### src/shared/timing_pins_pkg.sv
// Purpose: shared constants for the timing terminal pin block
// Assumes: one system clock, no software-reachable registers
// Notes: pin indices follow the terminal order of the timing pins
package timing_pins_pkg;
  localparam int NUM_PINS = 10;
  localparam int NUM_TIMING_SIGNALS = 13;
  localparam int SEL_W = 4;
  // pin index of each fixed output function
  localparam logic [SEL_W-1:0] PIN_ACQ_TRIG_FIRST = 4'h0;
  localparam logic [SEL_W-1:0] PIN_ACQ_TRIG_SECOND = 4'h1;
  localparam logic [SEL_W-1:0] PIN_CONVERT = 4'h2;
  localparam logic [SEL_W-1:0] PIN_COUNTER_B_SOURCE = 4'h3;
  localparam logic [SEL_W-1:0] PIN_COUNTER_B_GATE = 4'h4;
  localparam logic [SEL_W-1:0] PIN_UPDATE = 4'h5;
  localparam logic [SEL_W-1:0] PIN_WAVEFORM_START = 4'h6;
  localparam logic [SEL_W-1:0] PIN_SCAN_START = 4'h7;
  localparam logic [SEL_W-1:0] PIN_COUNTER_A_SOURCE = 4'h8;
  localparam logic [SEL_W-1:0] PIN_COUNTER_A_GATE = 4'h9;
  // source selector code: below NUM_PINS picks a pin, this picks internal
  localparam logic [SEL_W-1:0] SEL_INTERNAL = 4'hF;
  // reset values
  localparam logic [NUM_PINS-1:0] PIN_OE_RESET = 10'h000;
  localparam logic STROBE_RESET = 1'b1; // strobe is active low, idles high
  // acquisition trigger phases
  typedef enum logic [1:0] {ACQ_IDLE, ACQ_PRE, ACQ_POST} acq_phase_t;
endpackage : timing_pins_pkg

### src/design/pin_sync.sv
// Purpose: two-stage synchroniser for a bus of pin levels
// Assumes: inputs are asynchronous levels
// Notes: first stage is read only by the second stage
`timescale 1ns/10ps
`default_nettype none
module pin_sync #(
  parameter int WIDTH = 10
) (
  input wire logic clk_sys_in,
  input wire logic rstn_in,
  input wire logic [WIDTH-1:0] async_in,
  output logic [WIDTH-1:0] sync_out
);
  typedef struct packed {
    logic [WIDTH-1:0] meta;
    logic [WIDTH-1:0] stable;
  } sync_state_t;
  sync_state_t state_ff;
  sync_state_t nxt_state;

  // shift the pin level through both stages
  always_comb begin
    nxt_state.meta = async_in;
    nxt_state.stable = state_ff.meta;
  end

  always_ff @(posedge clk_sys_in or negedge rstn_in) begin
    if (!rstn_in) begin
      state_ff <= '0;
    end else begin
      state_ff <= nxt_state;
    end
  end

  assign sync_out = state_ff.stable;
endmodule : pin_sync
`default_nettype wire

### src/design/timing_signal_terminal_pins.sv
// Purpose: programmable timing pins, fixed timing outputs and input routing
// Assumes: timing engines sit elsewhere on the same clock
// Notes: configuration arrives as plain ports, no register file here
// Function
// - software toggles a dedicated strobe output
// - input pin acts as routable timing source
// - posttrigger start rises first acquisition trigger
// - pretrigger start rises first acquisition trigger
// - post phase of a pretrigger run rises second trigger only
// - conversion pin falls on each conversion
// - counter b source pin mirrors selected source
// - counter b gate pin mirrors selected gate
// - counter b output pin carries counter output
// - update pin falls on primary update
// - waveform trigger rises at generation start
// - scan start pulses once per scan
// - counter a source pin mirrors selected source
// - counter a gate pin mirrors selected gate
// - counter a output pin carries counter output
// - frequency pin carries generator output
// - any pin feeds any signal, shared
// - each pin driver enabled individually
// - thirteen timing signals, pin or internal
`timescale 1ns/10ps
`default_nettype none
module timing_signal_terminal_pins
  import timing_pins_pkg::*;
#(
  parameter int NPINS = NUM_PINS,
  parameter int NSIG = NUM_TIMING_SIGNALS
) (
  input wire logic clk_sys_in,
  input wire logic rstn_in,
  // software controls
  input wire logic strobe_toggle_in,
  input wire logic [NPINS-1:0] pin_oe_cfg_in,
  input wire logic [NSIG*SEL_W-1:0] source_sel_in,
  input wire logic [NSIG-1:0] internal_source_in,
  // acquisition and output engine events, same clock
  input wire logic acq_start_in,
  input wire logic acq_pretrigger_in,
  input wire logic acq_post_start_in,
  input wire logic acq_done_in,
  input wire logic convert_event_in,
  input wire logic update_event_in,
  input wire logic waveform_start_in,
  input wire logic waveform_done_in,
  input wire logic scan_start_in,
  // counter and generator levels, same clock
  input wire logic counter_a_source_in,
  input wire logic counter_a_gate_in,
  input wire logic counter_a_output_in,
  input wire logic counter_b_source_in,
  input wire logic counter_b_gate_in,
  input wire logic counter_b_output_in,
  input wire logic freq_generator_in,
  // programmable pins, three signals each
  input wire logic [NPINS-1:0] programmable_timing_pin_in,
  output logic [NPINS-1:0] programmable_timing_pin_out,
  output logic [NPINS-1:0] programmable_timing_pin_oe_out,
  // dedicated outputs
  output logic software_strobe_out,
  output logic counter_a_output_out,
  output logic counter_b_output_out,
  output logic freq_generator_output_out,
  // routed timing signals toward the engines
  output logic [NSIG-1:0] timing_signal_out
);
  typedef struct packed {
    logic [NPINS-1:0] pin_drv;
    logic [NPINS-1:0] pin_oe;
    logic strobe;
    logic ctr_a_out;
    logic ctr_b_out;
    logic freq_generator_output;
    logic [NSIG-1:0] timing;
    acq_phase_t acq_phase;
    logic wave_active;
  } pins_state_t;

  pins_state_t state_ff;
  pins_state_t nxt_state;
  logic [NPINS-1:0] pin_sync;
  logic [NPINS-1:0] fixed_level;
  logic [NSIG-1:0] routed;

  // pin levels cross into the clock domain before routing
  pin_sync #(.WIDTH(NPINS)) u_pin_sync (
    .clk_sys_in(clk_sys_in),
    .rstn_in(rstn_in),
    .async_in(programmable_timing_pin_in),
    .sync_out(pin_sync)
  );

  // per-signal source mux
  // every signal owns its own selector so pins can be shared freely
  genvar gi;
  generate
    for (gi = 0; gi < NSIG; gi++) begin : g_route
      logic [SEL_W-1:0] sel;
      assign sel = source_sel_in[gi*SEL_W +: SEL_W];
      // input pin as source
      // out-of-range codes fall back to the internal source
      assign routed[gi] = (sel < SEL_W'(NPINS)) ? pin_sync[sel] : internal_source_in[gi];
    end
  endgenerate

  // level each programmable pin drives when enabled
  always_comb begin
    fixed_level = '0;
    fixed_level[PIN_ACQ_TRIG_FIRST] = (nxt_state.acq_phase != ACQ_IDLE);
    fixed_level[PIN_ACQ_TRIG_SECOND] = (nxt_state.acq_phase == ACQ_POST) && acq_pretrigger_in;
    fixed_level[PIN_CONVERT] = !convert_event_in;
    fixed_level[PIN_COUNTER_B_SOURCE] = counter_b_source_in;
    fixed_level[PIN_COUNTER_B_GATE] = counter_b_gate_in;
    fixed_level[PIN_UPDATE] = !update_event_in;
    fixed_level[PIN_WAVEFORM_START] = nxt_state.wave_active;
    fixed_level[PIN_SCAN_START] = scan_start_in;
    fixed_level[PIN_COUNTER_A_SOURCE] = counter_a_source_in;
    fixed_level[PIN_COUNTER_A_GATE] = counter_a_gate_in;
  end

  // next-state logic for all outputs and phases
  always_comb begin
    nxt_state = state_ff;
    // acquisition phase: pretrigger holds pre until the post start or done
    case (state_ff.acq_phase)
      ACQ_IDLE: begin
        if (acq_start_in) begin
          nxt_state.acq_phase = acq_pretrigger_in ? ACQ_PRE : ACQ_POST;
        end
      end
      ACQ_PRE: begin
        if (acq_done_in) begin
          nxt_state.acq_phase = ACQ_IDLE;
        end else if (acq_post_start_in) begin
          nxt_state.acq_phase = ACQ_POST;
        end
      end
      ACQ_POST: begin
        if (acq_done_in) begin
          nxt_state.acq_phase = ACQ_IDLE;
        end
      end
      default: begin
        nxt_state.acq_phase = ACQ_IDLE;
      end
    endcase
    // waveform trigger stays high for the whole generation
    if (waveform_start_in) begin
      nxt_state.wave_active = 1'b1;
    end else if (waveform_done_in) begin
      nxt_state.wave_active = 1'b0;
    end
    if (strobe_toggle_in) begin
      nxt_state.strobe = !state_ff.strobe;
    end
    nxt_state.pin_oe = pin_oe_cfg_in;
    nxt_state.pin_drv = fixed_level;
    nxt_state.ctr_a_out = counter_a_output_in;
    nxt_state.ctr_b_out = counter_b_output_in;
    nxt_state.freq_generator_output = freq_generator_in;
    nxt_state.timing = routed;
  end

  always_ff @(posedge clk_sys_in or negedge rstn_in) begin
    if (!rstn_in) begin
      state_ff.pin_drv <= '0;
      state_ff.pin_oe <= PIN_OE_RESET;
      state_ff.strobe <= STROBE_RESET;
      state_ff.ctr_a_out <= 1'b0;
      state_ff.ctr_b_out <= 1'b0;
      state_ff.freq_generator_output <= 1'b0;
      state_ff.timing <= '0;
      state_ff.acq_phase <= ACQ_IDLE;
      state_ff.wave_active <= 1'b0;
    end else begin
      state_ff <= nxt_state;
    end
  end

  // every output straight from a flip-flop
  assign programmable_timing_pin_out = state_ff.pin_drv;
  assign programmable_timing_pin_oe_out = state_ff.pin_oe;
  assign software_strobe_out = state_ff.strobe;
  assign counter_a_output_out = state_ff.ctr_a_out;
  assign counter_b_output_out = state_ff.ctr_b_out;
  assign freq_generator_output_out = state_ff.freq_generator_output;
  assign timing_signal_out = state_ff.timing;
endmodule : timing_signal_terminal_pins
`default_nettype wire

### config.mk
export PLATFORM = sky130hd
export DESIGN_NAME = timing_signal_terminal_pins
export DESIGN_NICKNAME = d
export VERILOG_FILES = /design/src/shared/timing_pins_pkg.sv /design/src/design/pin_sync.sv /design/src/design/timing_signal_terminal_pins.sv
export SDC_FILE = /design/constraint.sdc
export NUM_CORES = 1
export LEC_CHECK = 0
export BUFFER_PORTS_ARGS = -buffer_cell sky130_fd_sc_hd__buf_2
export CELL_PAD_IN_SITES_DETAIL_PLACEMENT = 0
export CELL_PAD_IN_SITES_GLOBAL_PLACEMENT = 1
export CORE_MARGIN = 2
export CORE_UTILIZATION = 37
export CTS_BUF_LIST = sky130_fd_sc_hd__clkbuf_2
export CTS_CLUSTER_DIAMETER = 200
export DETAILED_ROUTE_END_ITERATION = 8
export PLACE_DENSITY_LB_ADDON = 0.1
export SETUP_SLACK_MARGIN = 0.5
export SLEW_MARGIN = 20
export SYNTH_ARGS = -nofsm -noshare
export SYNTH_HDL_FRONTEND = slang
export SYNTH_SLANG_ARGS = --single-unit
### constraint.sdc
create_clock -name clk_sys_in -period 1.8 [get_ports clk_sys_in]
set_clock_uncertainty 0.05 [all_clocks]
set_input_delay 0.18 -clock clk_sys_in [delete_from_list [all_inputs] [get_ports clk_sys_in]]
set_output_delay 0.18 -clock clk_sys_in [all_outputs]
set_load 0.03 [all_outputs]
Yosys cells after proc, flatten, opt, wreduce, memory -nomap -nowiden --
Cells that the tools add are included.
Word-level totals: bits in registers 60, output and inout bits 37
Cells by class: order comparisons 26, equal/unequal tests 3, mux-type cells 47, reduce and logical (&&, ||, !) cells 6
Operators with widths (count):
- 4-bit by 5-bit < comparator with 1-bit output, second input constant | 13
- 1-bit binary-select mux with 4-bit select | 13
- 4-bit < comparator, second input constant | 13
- 1-bit 2-to-1 mux | 28
- 2-bit 2-to-1 mux | 5
- 2-bit one-hot mux with 3 select lines | 1
- 2-bit == test, second input constant | 2
- 1-bit zero test | 3
- 2-bit by 1-bit == test with 1-bit output, second input constant | 1
- 2-bit zero test | 1
- 2-bit nonzero test | 1
- 1-bit logical AND | 1

Longest topological paths before layout --
Gate-level depths: netlist (run 1).
word-level depth 5, gate-level depth with buffers 4, mapped depth without buffers 3

By module --
From an unflattened synthesis (run 1), not the netlist that was laid out.
Second synthesis, totals: cell total of the unflattened synthesis 283, area total of the unflattened synthesis 3269.4 um^2
Modules (own cells, without submodules):
- timing_signal_terminal_pins | instances 1, cells each 263, area an instance 2768.9 um^2
- pin_sync | instances 1, cells each 20, area an instance 500.5 um^2

Least setup slack after synthesis (run 1) --
Ideal clock, no wire load.
kind register to register, start point reg u_pin_sync.state_ff, in the netlist u_pin_sync.sync_out[8], end point reg state_ff, in the netlist timing_signal_out[10], setup time 0.140 ns, arrival 1.143 ns, data required time 1.610 ns, setup slack 0.467 ns, cell stages (with the launch flop) 5, path through dfrtp_1 -> buf_2 -> mux2_2 -> o311ai_0 -> o41ai_1
RTL lines:
- start: declaration | line pin_sync.sv:18 | sync_state_t state_ff;
- start signal: assignment | line pin_sync.sv:31 | state_ff <= nxt_state;
- end signal: assignment | line timing_signal_terminal_pins.sv:178 | state_ff <= nxt_state;
- end: declaration | line timing_signal_terminal_pins.sv:81 | pins_state_t state_ff;

==> results_dict.tcl, run 1 <==
set metrics [dict create \
    ir_drop_v 0.000589 \
    ys_warn_count 0 \
    synth-adder-area-share_pct 0 \
    holdCritStartpoint "source_sel_in[5]" \
    vias 3009 \
    final_core_util_pct 62.4 \
    worst_path_largest_cell_delay_ns 0.50 \
    setup_violations 0 \
    worstHoldPathType "in -> reg" \
    syn2layout_area_growth_pct 64.6 \
    drive_above_1_share_pct 48.1 \
    antenna_left 0 \
    synth_area_leader_cell "dfrtp_1" \
    ys_seq_area_share_pct 45.1 \
    synth_top_area_share_pct 44.3 \
    cp-start-kind "flip-flop" \
    ys.flop_type "dfrtp_1" \
    path_max_fanout 4 \
    timing.fmax_mhz 696 \
    drt-vias-per-instance 4.92 \
    grt_pass1_vias 3155 \
    synthSimpleGateAreaFrac_pct 10.1 \
    drt_iter0_drc 100 \
    worstPathRequired_ns 2.16 \
    crit_chain "buf_6 -> mux2_2 -> mux2_2 -> a32o_1" \
    ys_top_cells_by_area "dfrtp_1 44%, mux2_2 11%, buf_4 7.6%, mux2i_1 6.7%, o311ai_0 2.9%" \
    root_buffer "clkbuf_2" \
    drc 0 \
    status "finished, final reports clean" \
    num_antenna_cells 0 \
    nNetsFinal 602 \
    p_per_area_nw_per_um2 699 \
    hold_end "timing_signal_out[1]" \
    grt_pass1_wl_um 15500 \
    synth-compound-area-share_pct 14.9 \
    antenna_found_initial 0 \
    hold_violations 0 \
    end_kind "flip-flop" \
    gpl.final_weighted_congestion 0.751 \
    start_util_pct 37.9 \
    rr_endpoint "timing_signal_out[4]" \
    port_buffers 140 \
    ios 141 \
    synthMostInstantiatedCell "dfrtp_1" \
    finalCritPeriodShare_pct 79.8 \
    relSlewSlack_pct 75.3 \
    syn_area_per_cell_um2 11.4 \
    muxShareOfSynthArea_pct 19.4 \
    synth_xor_area_share_pct 0.267 \
    overflow 0 \
    dr.pass1.iters 4 \
    die_w_um 98.1 \
    ys_types 32 \
    htreeDepth 3 \
    synth_nets 391 \
    routed_wl_um 9700 \
    cts_tree "built" \
    total_leakage_power_uw 0.00243 \
    rows 34 \
    syn-cell-area_um2 3270 \
    rsz0062_at_grt "true" \
    path_clk_slew_ns 0.21 \
    fin_tns_setup_ns 0 \
    async_flop_share_pct 100 \
    coreArea_um2 8640 \
    whs_path_depth 3 \
    place.detailed.hpwl_um 5630 \
    yosys-top-cells-count "58 x dfrtp_1, 33 x buf_4, 33 x mux2_2" \
    die_h_um 98.1 \
    worstMarginPinSlew_ns 0.369 \
    synth_top_family_by_area "multiplexers" \
    clk_latency_ns 0.49 \
    r2r_start "u_pin_sync.sync_out[9]" \
    track_usage_pct 20.6 \
    dieArea_um2 9620 \
    wl_per_cell_um 15.9 \
    drv_cap 0 \
    cts_num_sinks 59 \
    cts_buffer_depth 2 \
    crit_type "reg -> reg" \
    synth_edf_count 0 \
    syn_inst 287 \
    ys_ff_latch 59 \
    crit_arrival_ns 1.80 \
    cpMostUsedCell "mux2_2" \
    slew_violations 0 \
    reg2reg_slack_ns 0.36 \
    crit_slowest_cell "dfrtp_2" \
    grt_max_degree 60 \
    finalCriticalPeriod_ns 1.44 \
    cts_buffers 9 \
    reg2reg_depth 4 \
]
==> state kept, by name, indices dropped and copies added (netlist names) <==
signal	count
counter_b_output_out	1
u_pin_sync.nxt_state	10
programmable_timing_pin_oe_out	10
software_strobe_out	1
timing_signal_out	13
programmable_timing_pin_out	10
freq_generator_output_out	1
u_pin_sync.sync_out	10
counter_a_output_out	1
state_ff	2
==> through the flow <==
stage,std cells,hold slack (ns),instance area (um2),setup WS (ns),power [uW]
floorplan,287,-0.166,3280,0.474,2030
global placement,493,0.163,3850,0.328,2260
detailed placement,493,0.168,3850,0.331,2270
CTS,605,0.00213,5260,0.320,3780
global route,611,0.00180,5390,0.306,3970
finish,611,0.0408,5390,0.364,3770
==> critical path, delay by kind of cell (launching register included) <==
kind | cells | cell delay, ns
AO/OA/AOI/OAI | 1 | 0.19
buffers and inverters | 1 | 0.13
multiplexers | 2 | 0.50
flip-flops | 1 | 0.50
==> power by group <==
part	switching (uW)	leakage, uW	internal, uW	total, uW
clock network	561	0.0000927	609	1170
registers	59.8	0.000683	1440	1500
logic	503	0.00165	594	1100
total	1120	0.00243	2640	3770
==> cell usage in the layout, fill, tap and decap left out, types with 3 or more instances in the layout <==
cell type	synthesis	routed
a2111oi_1	0	4
nor2b_1	8	8
dfrtp_1	58	50
mux2_2	33	33
clkbuf_2	0	9
o22ai_1	11	11
buf_2	14	103
mux2i_1	22	22
buf_6	0	44
nor2_1	3	3
nor3b_1	12	10
nand2_1	13	12
o311ai_2	0	6
o21bai_1	7	7
o41a_1	4	4
dlygate4sd3_1	0	80
bufinv_16	0	3
buf_4	33	15
dfrtp_2	0	8
nor3_1	5	5
inv_1	4	4
o21ai_0	5	5
nand2b_1	13	12
o41ai_1	7	7
a2111oi_2	0	3
buf_12	0	5
o311ai_0	11	3
==> per-layer routing <==
metal / global-route usage (%) / up-vias / part of all wire [%]
li1: - / 1465 / -
met4: 7.16 / 0 / 2.2
met2: 35.8 / 90 / 51
met5: 0 / - / 0
met3: 5.80 / 17 / 4.9
met1: 24.3 / 1437 / 42
==> layout make-up <==
cell class	instances	area (um2)
clock inverters	7	124
inverters	4	15.0
well taps	108	135
flip-flops and latches	59	1490
clock buffers	9	45.0
fillers	701	3250
multi-input cells	177	1560
repair buffers	247	2020
==> logic make-up (layout without fill, tap and decap cells) <==
| family | after synthesis | count (layout) |
|---|---|---|
| XOR/XNOR | 1 | 1 |
| buffers and inverters | 51 | 267 |
| flip-flops | 59 | 59 |
| AND/OR/NAND/NOR | 57 | 57 |
| multiplexers | 57 | 57 |
| AO/OA/AOI/OAI | 62 | 62 |
==> worst max path at each step <==
stage,startpoint,end,slack (ns),depth (start not counted)
floorplan,u_pin_sync.sync_out[7],timing_signal_out[4],0.47,3
global placement,u_pin_sync.sync_out[2],timing_signal_out[3],0.33,3
detailed placement,u_pin_sync.sync_out[2],timing_signal_out[10],0.33,3
CTS,software_strobe_out,software_strobe_out,0.32,1
global route,software_strobe_out,software_strobe_out,0.31,1
finish,u_pin_sync.sync_out[9],timing_signal_out[4],0.36,4
==> timing repair <==
action,4_1_cts,5_1_grt
pin swaps,10,2
hold buffers,80,1
hold endpoints to repair,108,1
setup endpoints to repair,50,52
setup buffers,16,6
resized for setup,102,16
Note: power is estimated with default switching activity, not from simulation.
==> inputs of run 2 (changes only) <==
Clock period 1.8 ns to 1.33 ns, I/O delays scaled along.
==> run 2 against run 1 <==
  * Sequential power grew 37%
  * Non-clock buffer count shrank 2
  * Hold slack lost 0.12 ns
  * The run now ends with hold timing, setup timing left
  * Fmax grew 0.65%
  * Setup slack lost 0.46 ns
  * Register-to-register slack lost 0.46 ns
  * Clock power grew 11%
  * Routed wire length shrank 5.2%
  * First-iteration DRC count shrank 25%
  * Critical path type unchanged
  * Sequential cell count is the same
  * Sequential share of layout area shrank 0.28 points
  * Count of clock-buffer cells in the layout grew 1
==> results_dict.tcl, run 2 (synthesis gave the netlist of run 1 again) <==
set metrics [dict create \
    reg2reg_slack_ns -0.1 \
    end_kind "flip-flop" \
    antenna_left 0 \
    cts_tree "built" \
    finalCritPeriodShare_pct 107 \
    wl_met1_um 3980 \
    whs_path_depth 3 \
    coreArea_um2 8640 \
    cts_buffer_depth 2 \
    hold_end "state_ff[1]" \
    ios 141 \
    worstPathRequired_ns 1.68 \
    reg2reg_depth 3 \
    startpoint "u_pin_sync.sync_out[4]" \
    antenna_found_initial 0 \
    violations "hold timing, setup timing" \
    drc 0 \
    wl_met2_um 4540 \
    mostFrequentLayoutCells "103 x buf_2, 81 x dlygate4sd3_1, 54 x dfrtp_1, 51 x buf_6, 30 x mux2_2" \
    fin_area_um2 5430 \
    htreeDepth 3 \
    r2r_start "u_pin_sync.sync_out[4]" \
    die_h_um 98.1 \
    relSlewSlack_pct 72.7 \
    root_buffer "clkbuf_2" \
    path_clk_slew_ns 0.20 \
    worstMarginPinSlew_ns 0.399 \
    total_leakage_power_uw 0.00245 \
    dr.pass1.iters 4 \
    place.detailed.hpwl_um 6010 \
    nNetsFinal 600 \
    gpl.final_weighted_congestion 0.752 \
    slew_violations 0 \
    clk_latency_ns 0.50 \
    p_per_area_nw_per_um2 900 \
    drive_above_1_share_pct 48.3 \
    vias 3026 \
    setup_violations 10 \
    layout_setup_ws_ns -0.0969 \
    drt_iter0_drc 75 \
    drt-vias-per-instance 4.97 \
    cp-start-kind "flip-flop" \
    crit_arrival_ns 1.77 \
    status "finished, violations left" \
    overflow 0 \
    post_dp_cell_area_um2 4000 \
    rr_endpoint "timing_signal_out[4]" \
    holdBufCountCts 81 \
    holdCritStartpoint "acq_post_start_in" \
    dr_wl_met3_um 510 \
    rsz0062_at_grt "true" \
    rows 34 \
    grt_max_degree 60 \
    syn2layout_area_growth_pct 65.8 \
    ir_drop_v 0.000643 \
    port_buffers 140 \
    place_inst 508 \
    mostFrequentLayoutCell "buf_2" \
    path_max_fanout 3 \
    top_layer "met4" \
    largest_reg_flops 13 \
    worstHoldPathType "in -> reg" \
    stdcell_count 609 \
    track_usage_pct 19.7 \
    grt_pass1_vias 3257 \
    finalCriticalPeriod_ns 1.43 \
    drv_cap 0 \
    die_w_um 98.1 \
    cts_num_sinks 59 \
    num_antenna_cells 0 \
    hold_violations 6 \
    wl_per_cell_um 15.1 \
    dieArea_um2 9620 \
    crit_type "reg -> reg" \
    grt_pass1_wl_um 15200 \
    worst_hold_slack_ns -0.0827 \
    start_util_pct 37.9 \
    timing.fmax_mhz 701 \
    cts_buffers 9 \
    routed_wl_um 9200 \
]
## run 2: cell types whose count changed in the layout (fill, tap and decap cells not counted), sizes merged
cell         change
buf              -3
clkinv           +2
bufinv           -1
clkinvlp         -1
clkbuf           +1
inv              -1
dlygate4sd3      +1
## run 2: where the power goes
| part | internal, uW | leakage (uW) | switching (uW) |
|---|---|---|---|
| clock | 617 | 0.0000786 | 687 |
| combinational | 838 | 0.00168 | 691 |
| sequential | 1950 | 0.000687 | 103 |
## run 2: routing by layer
layer / GRT usage, % / up-vias
li1: - / 1471
met3: 4.87 / 15
met4: 8.33 / 0
met2: 32.0 / 98
met1: 24.9 / 1442
met5: 0 / -
## run 2: how the worst max path moves through the flow
stage / cells after the start / endpoint / slack [ns]
after floorplan: 3 / timing_signal_out[4] / 0.004
after global placement: 4 / timing_signal_out[10] / -0.07
after detailed placement: 4 / timing_signal_out[10] / -0.07
after CTS: 1 / software_strobe_out / -0.09
after global routing: 4 / timing_signal_out[2] / -0.14
final: 3 / timing_signal_out[4] / -0.1
## run 2: cell type report
cell class,count,area [um2]
Inverter,4,15.0
Clock buffer,10,50.0
Multi-Input combinational cell,177,1660
Fill cell,717,3210
Clock inverter,6,80.1
Timing Repair Buffer,245,2000
Sequential cell,59,1480
Tap cell,108,135
## run 2: repair_timing
| action | 4_1_cts | 5_1_grt |
|---|---|---|
| resized for setup | 96 | 28 |
| setup endpoints to repair | 54 | 55 |
| pin swaps | 6 | 6 |
| setup buffers | 3 | 1 |
| hold endpoints to repair | 108 | 7 |
## run 2: worst max-delay path, cell delays in order (launching register included)
cell and delay [ns]:
dfrtp_1 0.46, mux4_2 0.46, nand2b_4 0.15, a32o_1 0.21
## run 2: stage by stage
step                setup WS (ns)  total power [uW]  utilization [%]  hold slack [ns]  TNS, ns
floorplan                 0.00420              2780                -           -0.213        0
global placement          -0.0722              3110             46.3            0.113   -0.408
detailed placement        -0.0734              3130             46.3            0.117   -0.517
CTS                       -0.0903              4860             61.1           -0.128   -0.649
global route               -0.138              5130             62.9           -0.108    -1.33
finish                    -0.0969              4880             62.9          -0.0827   -0.605
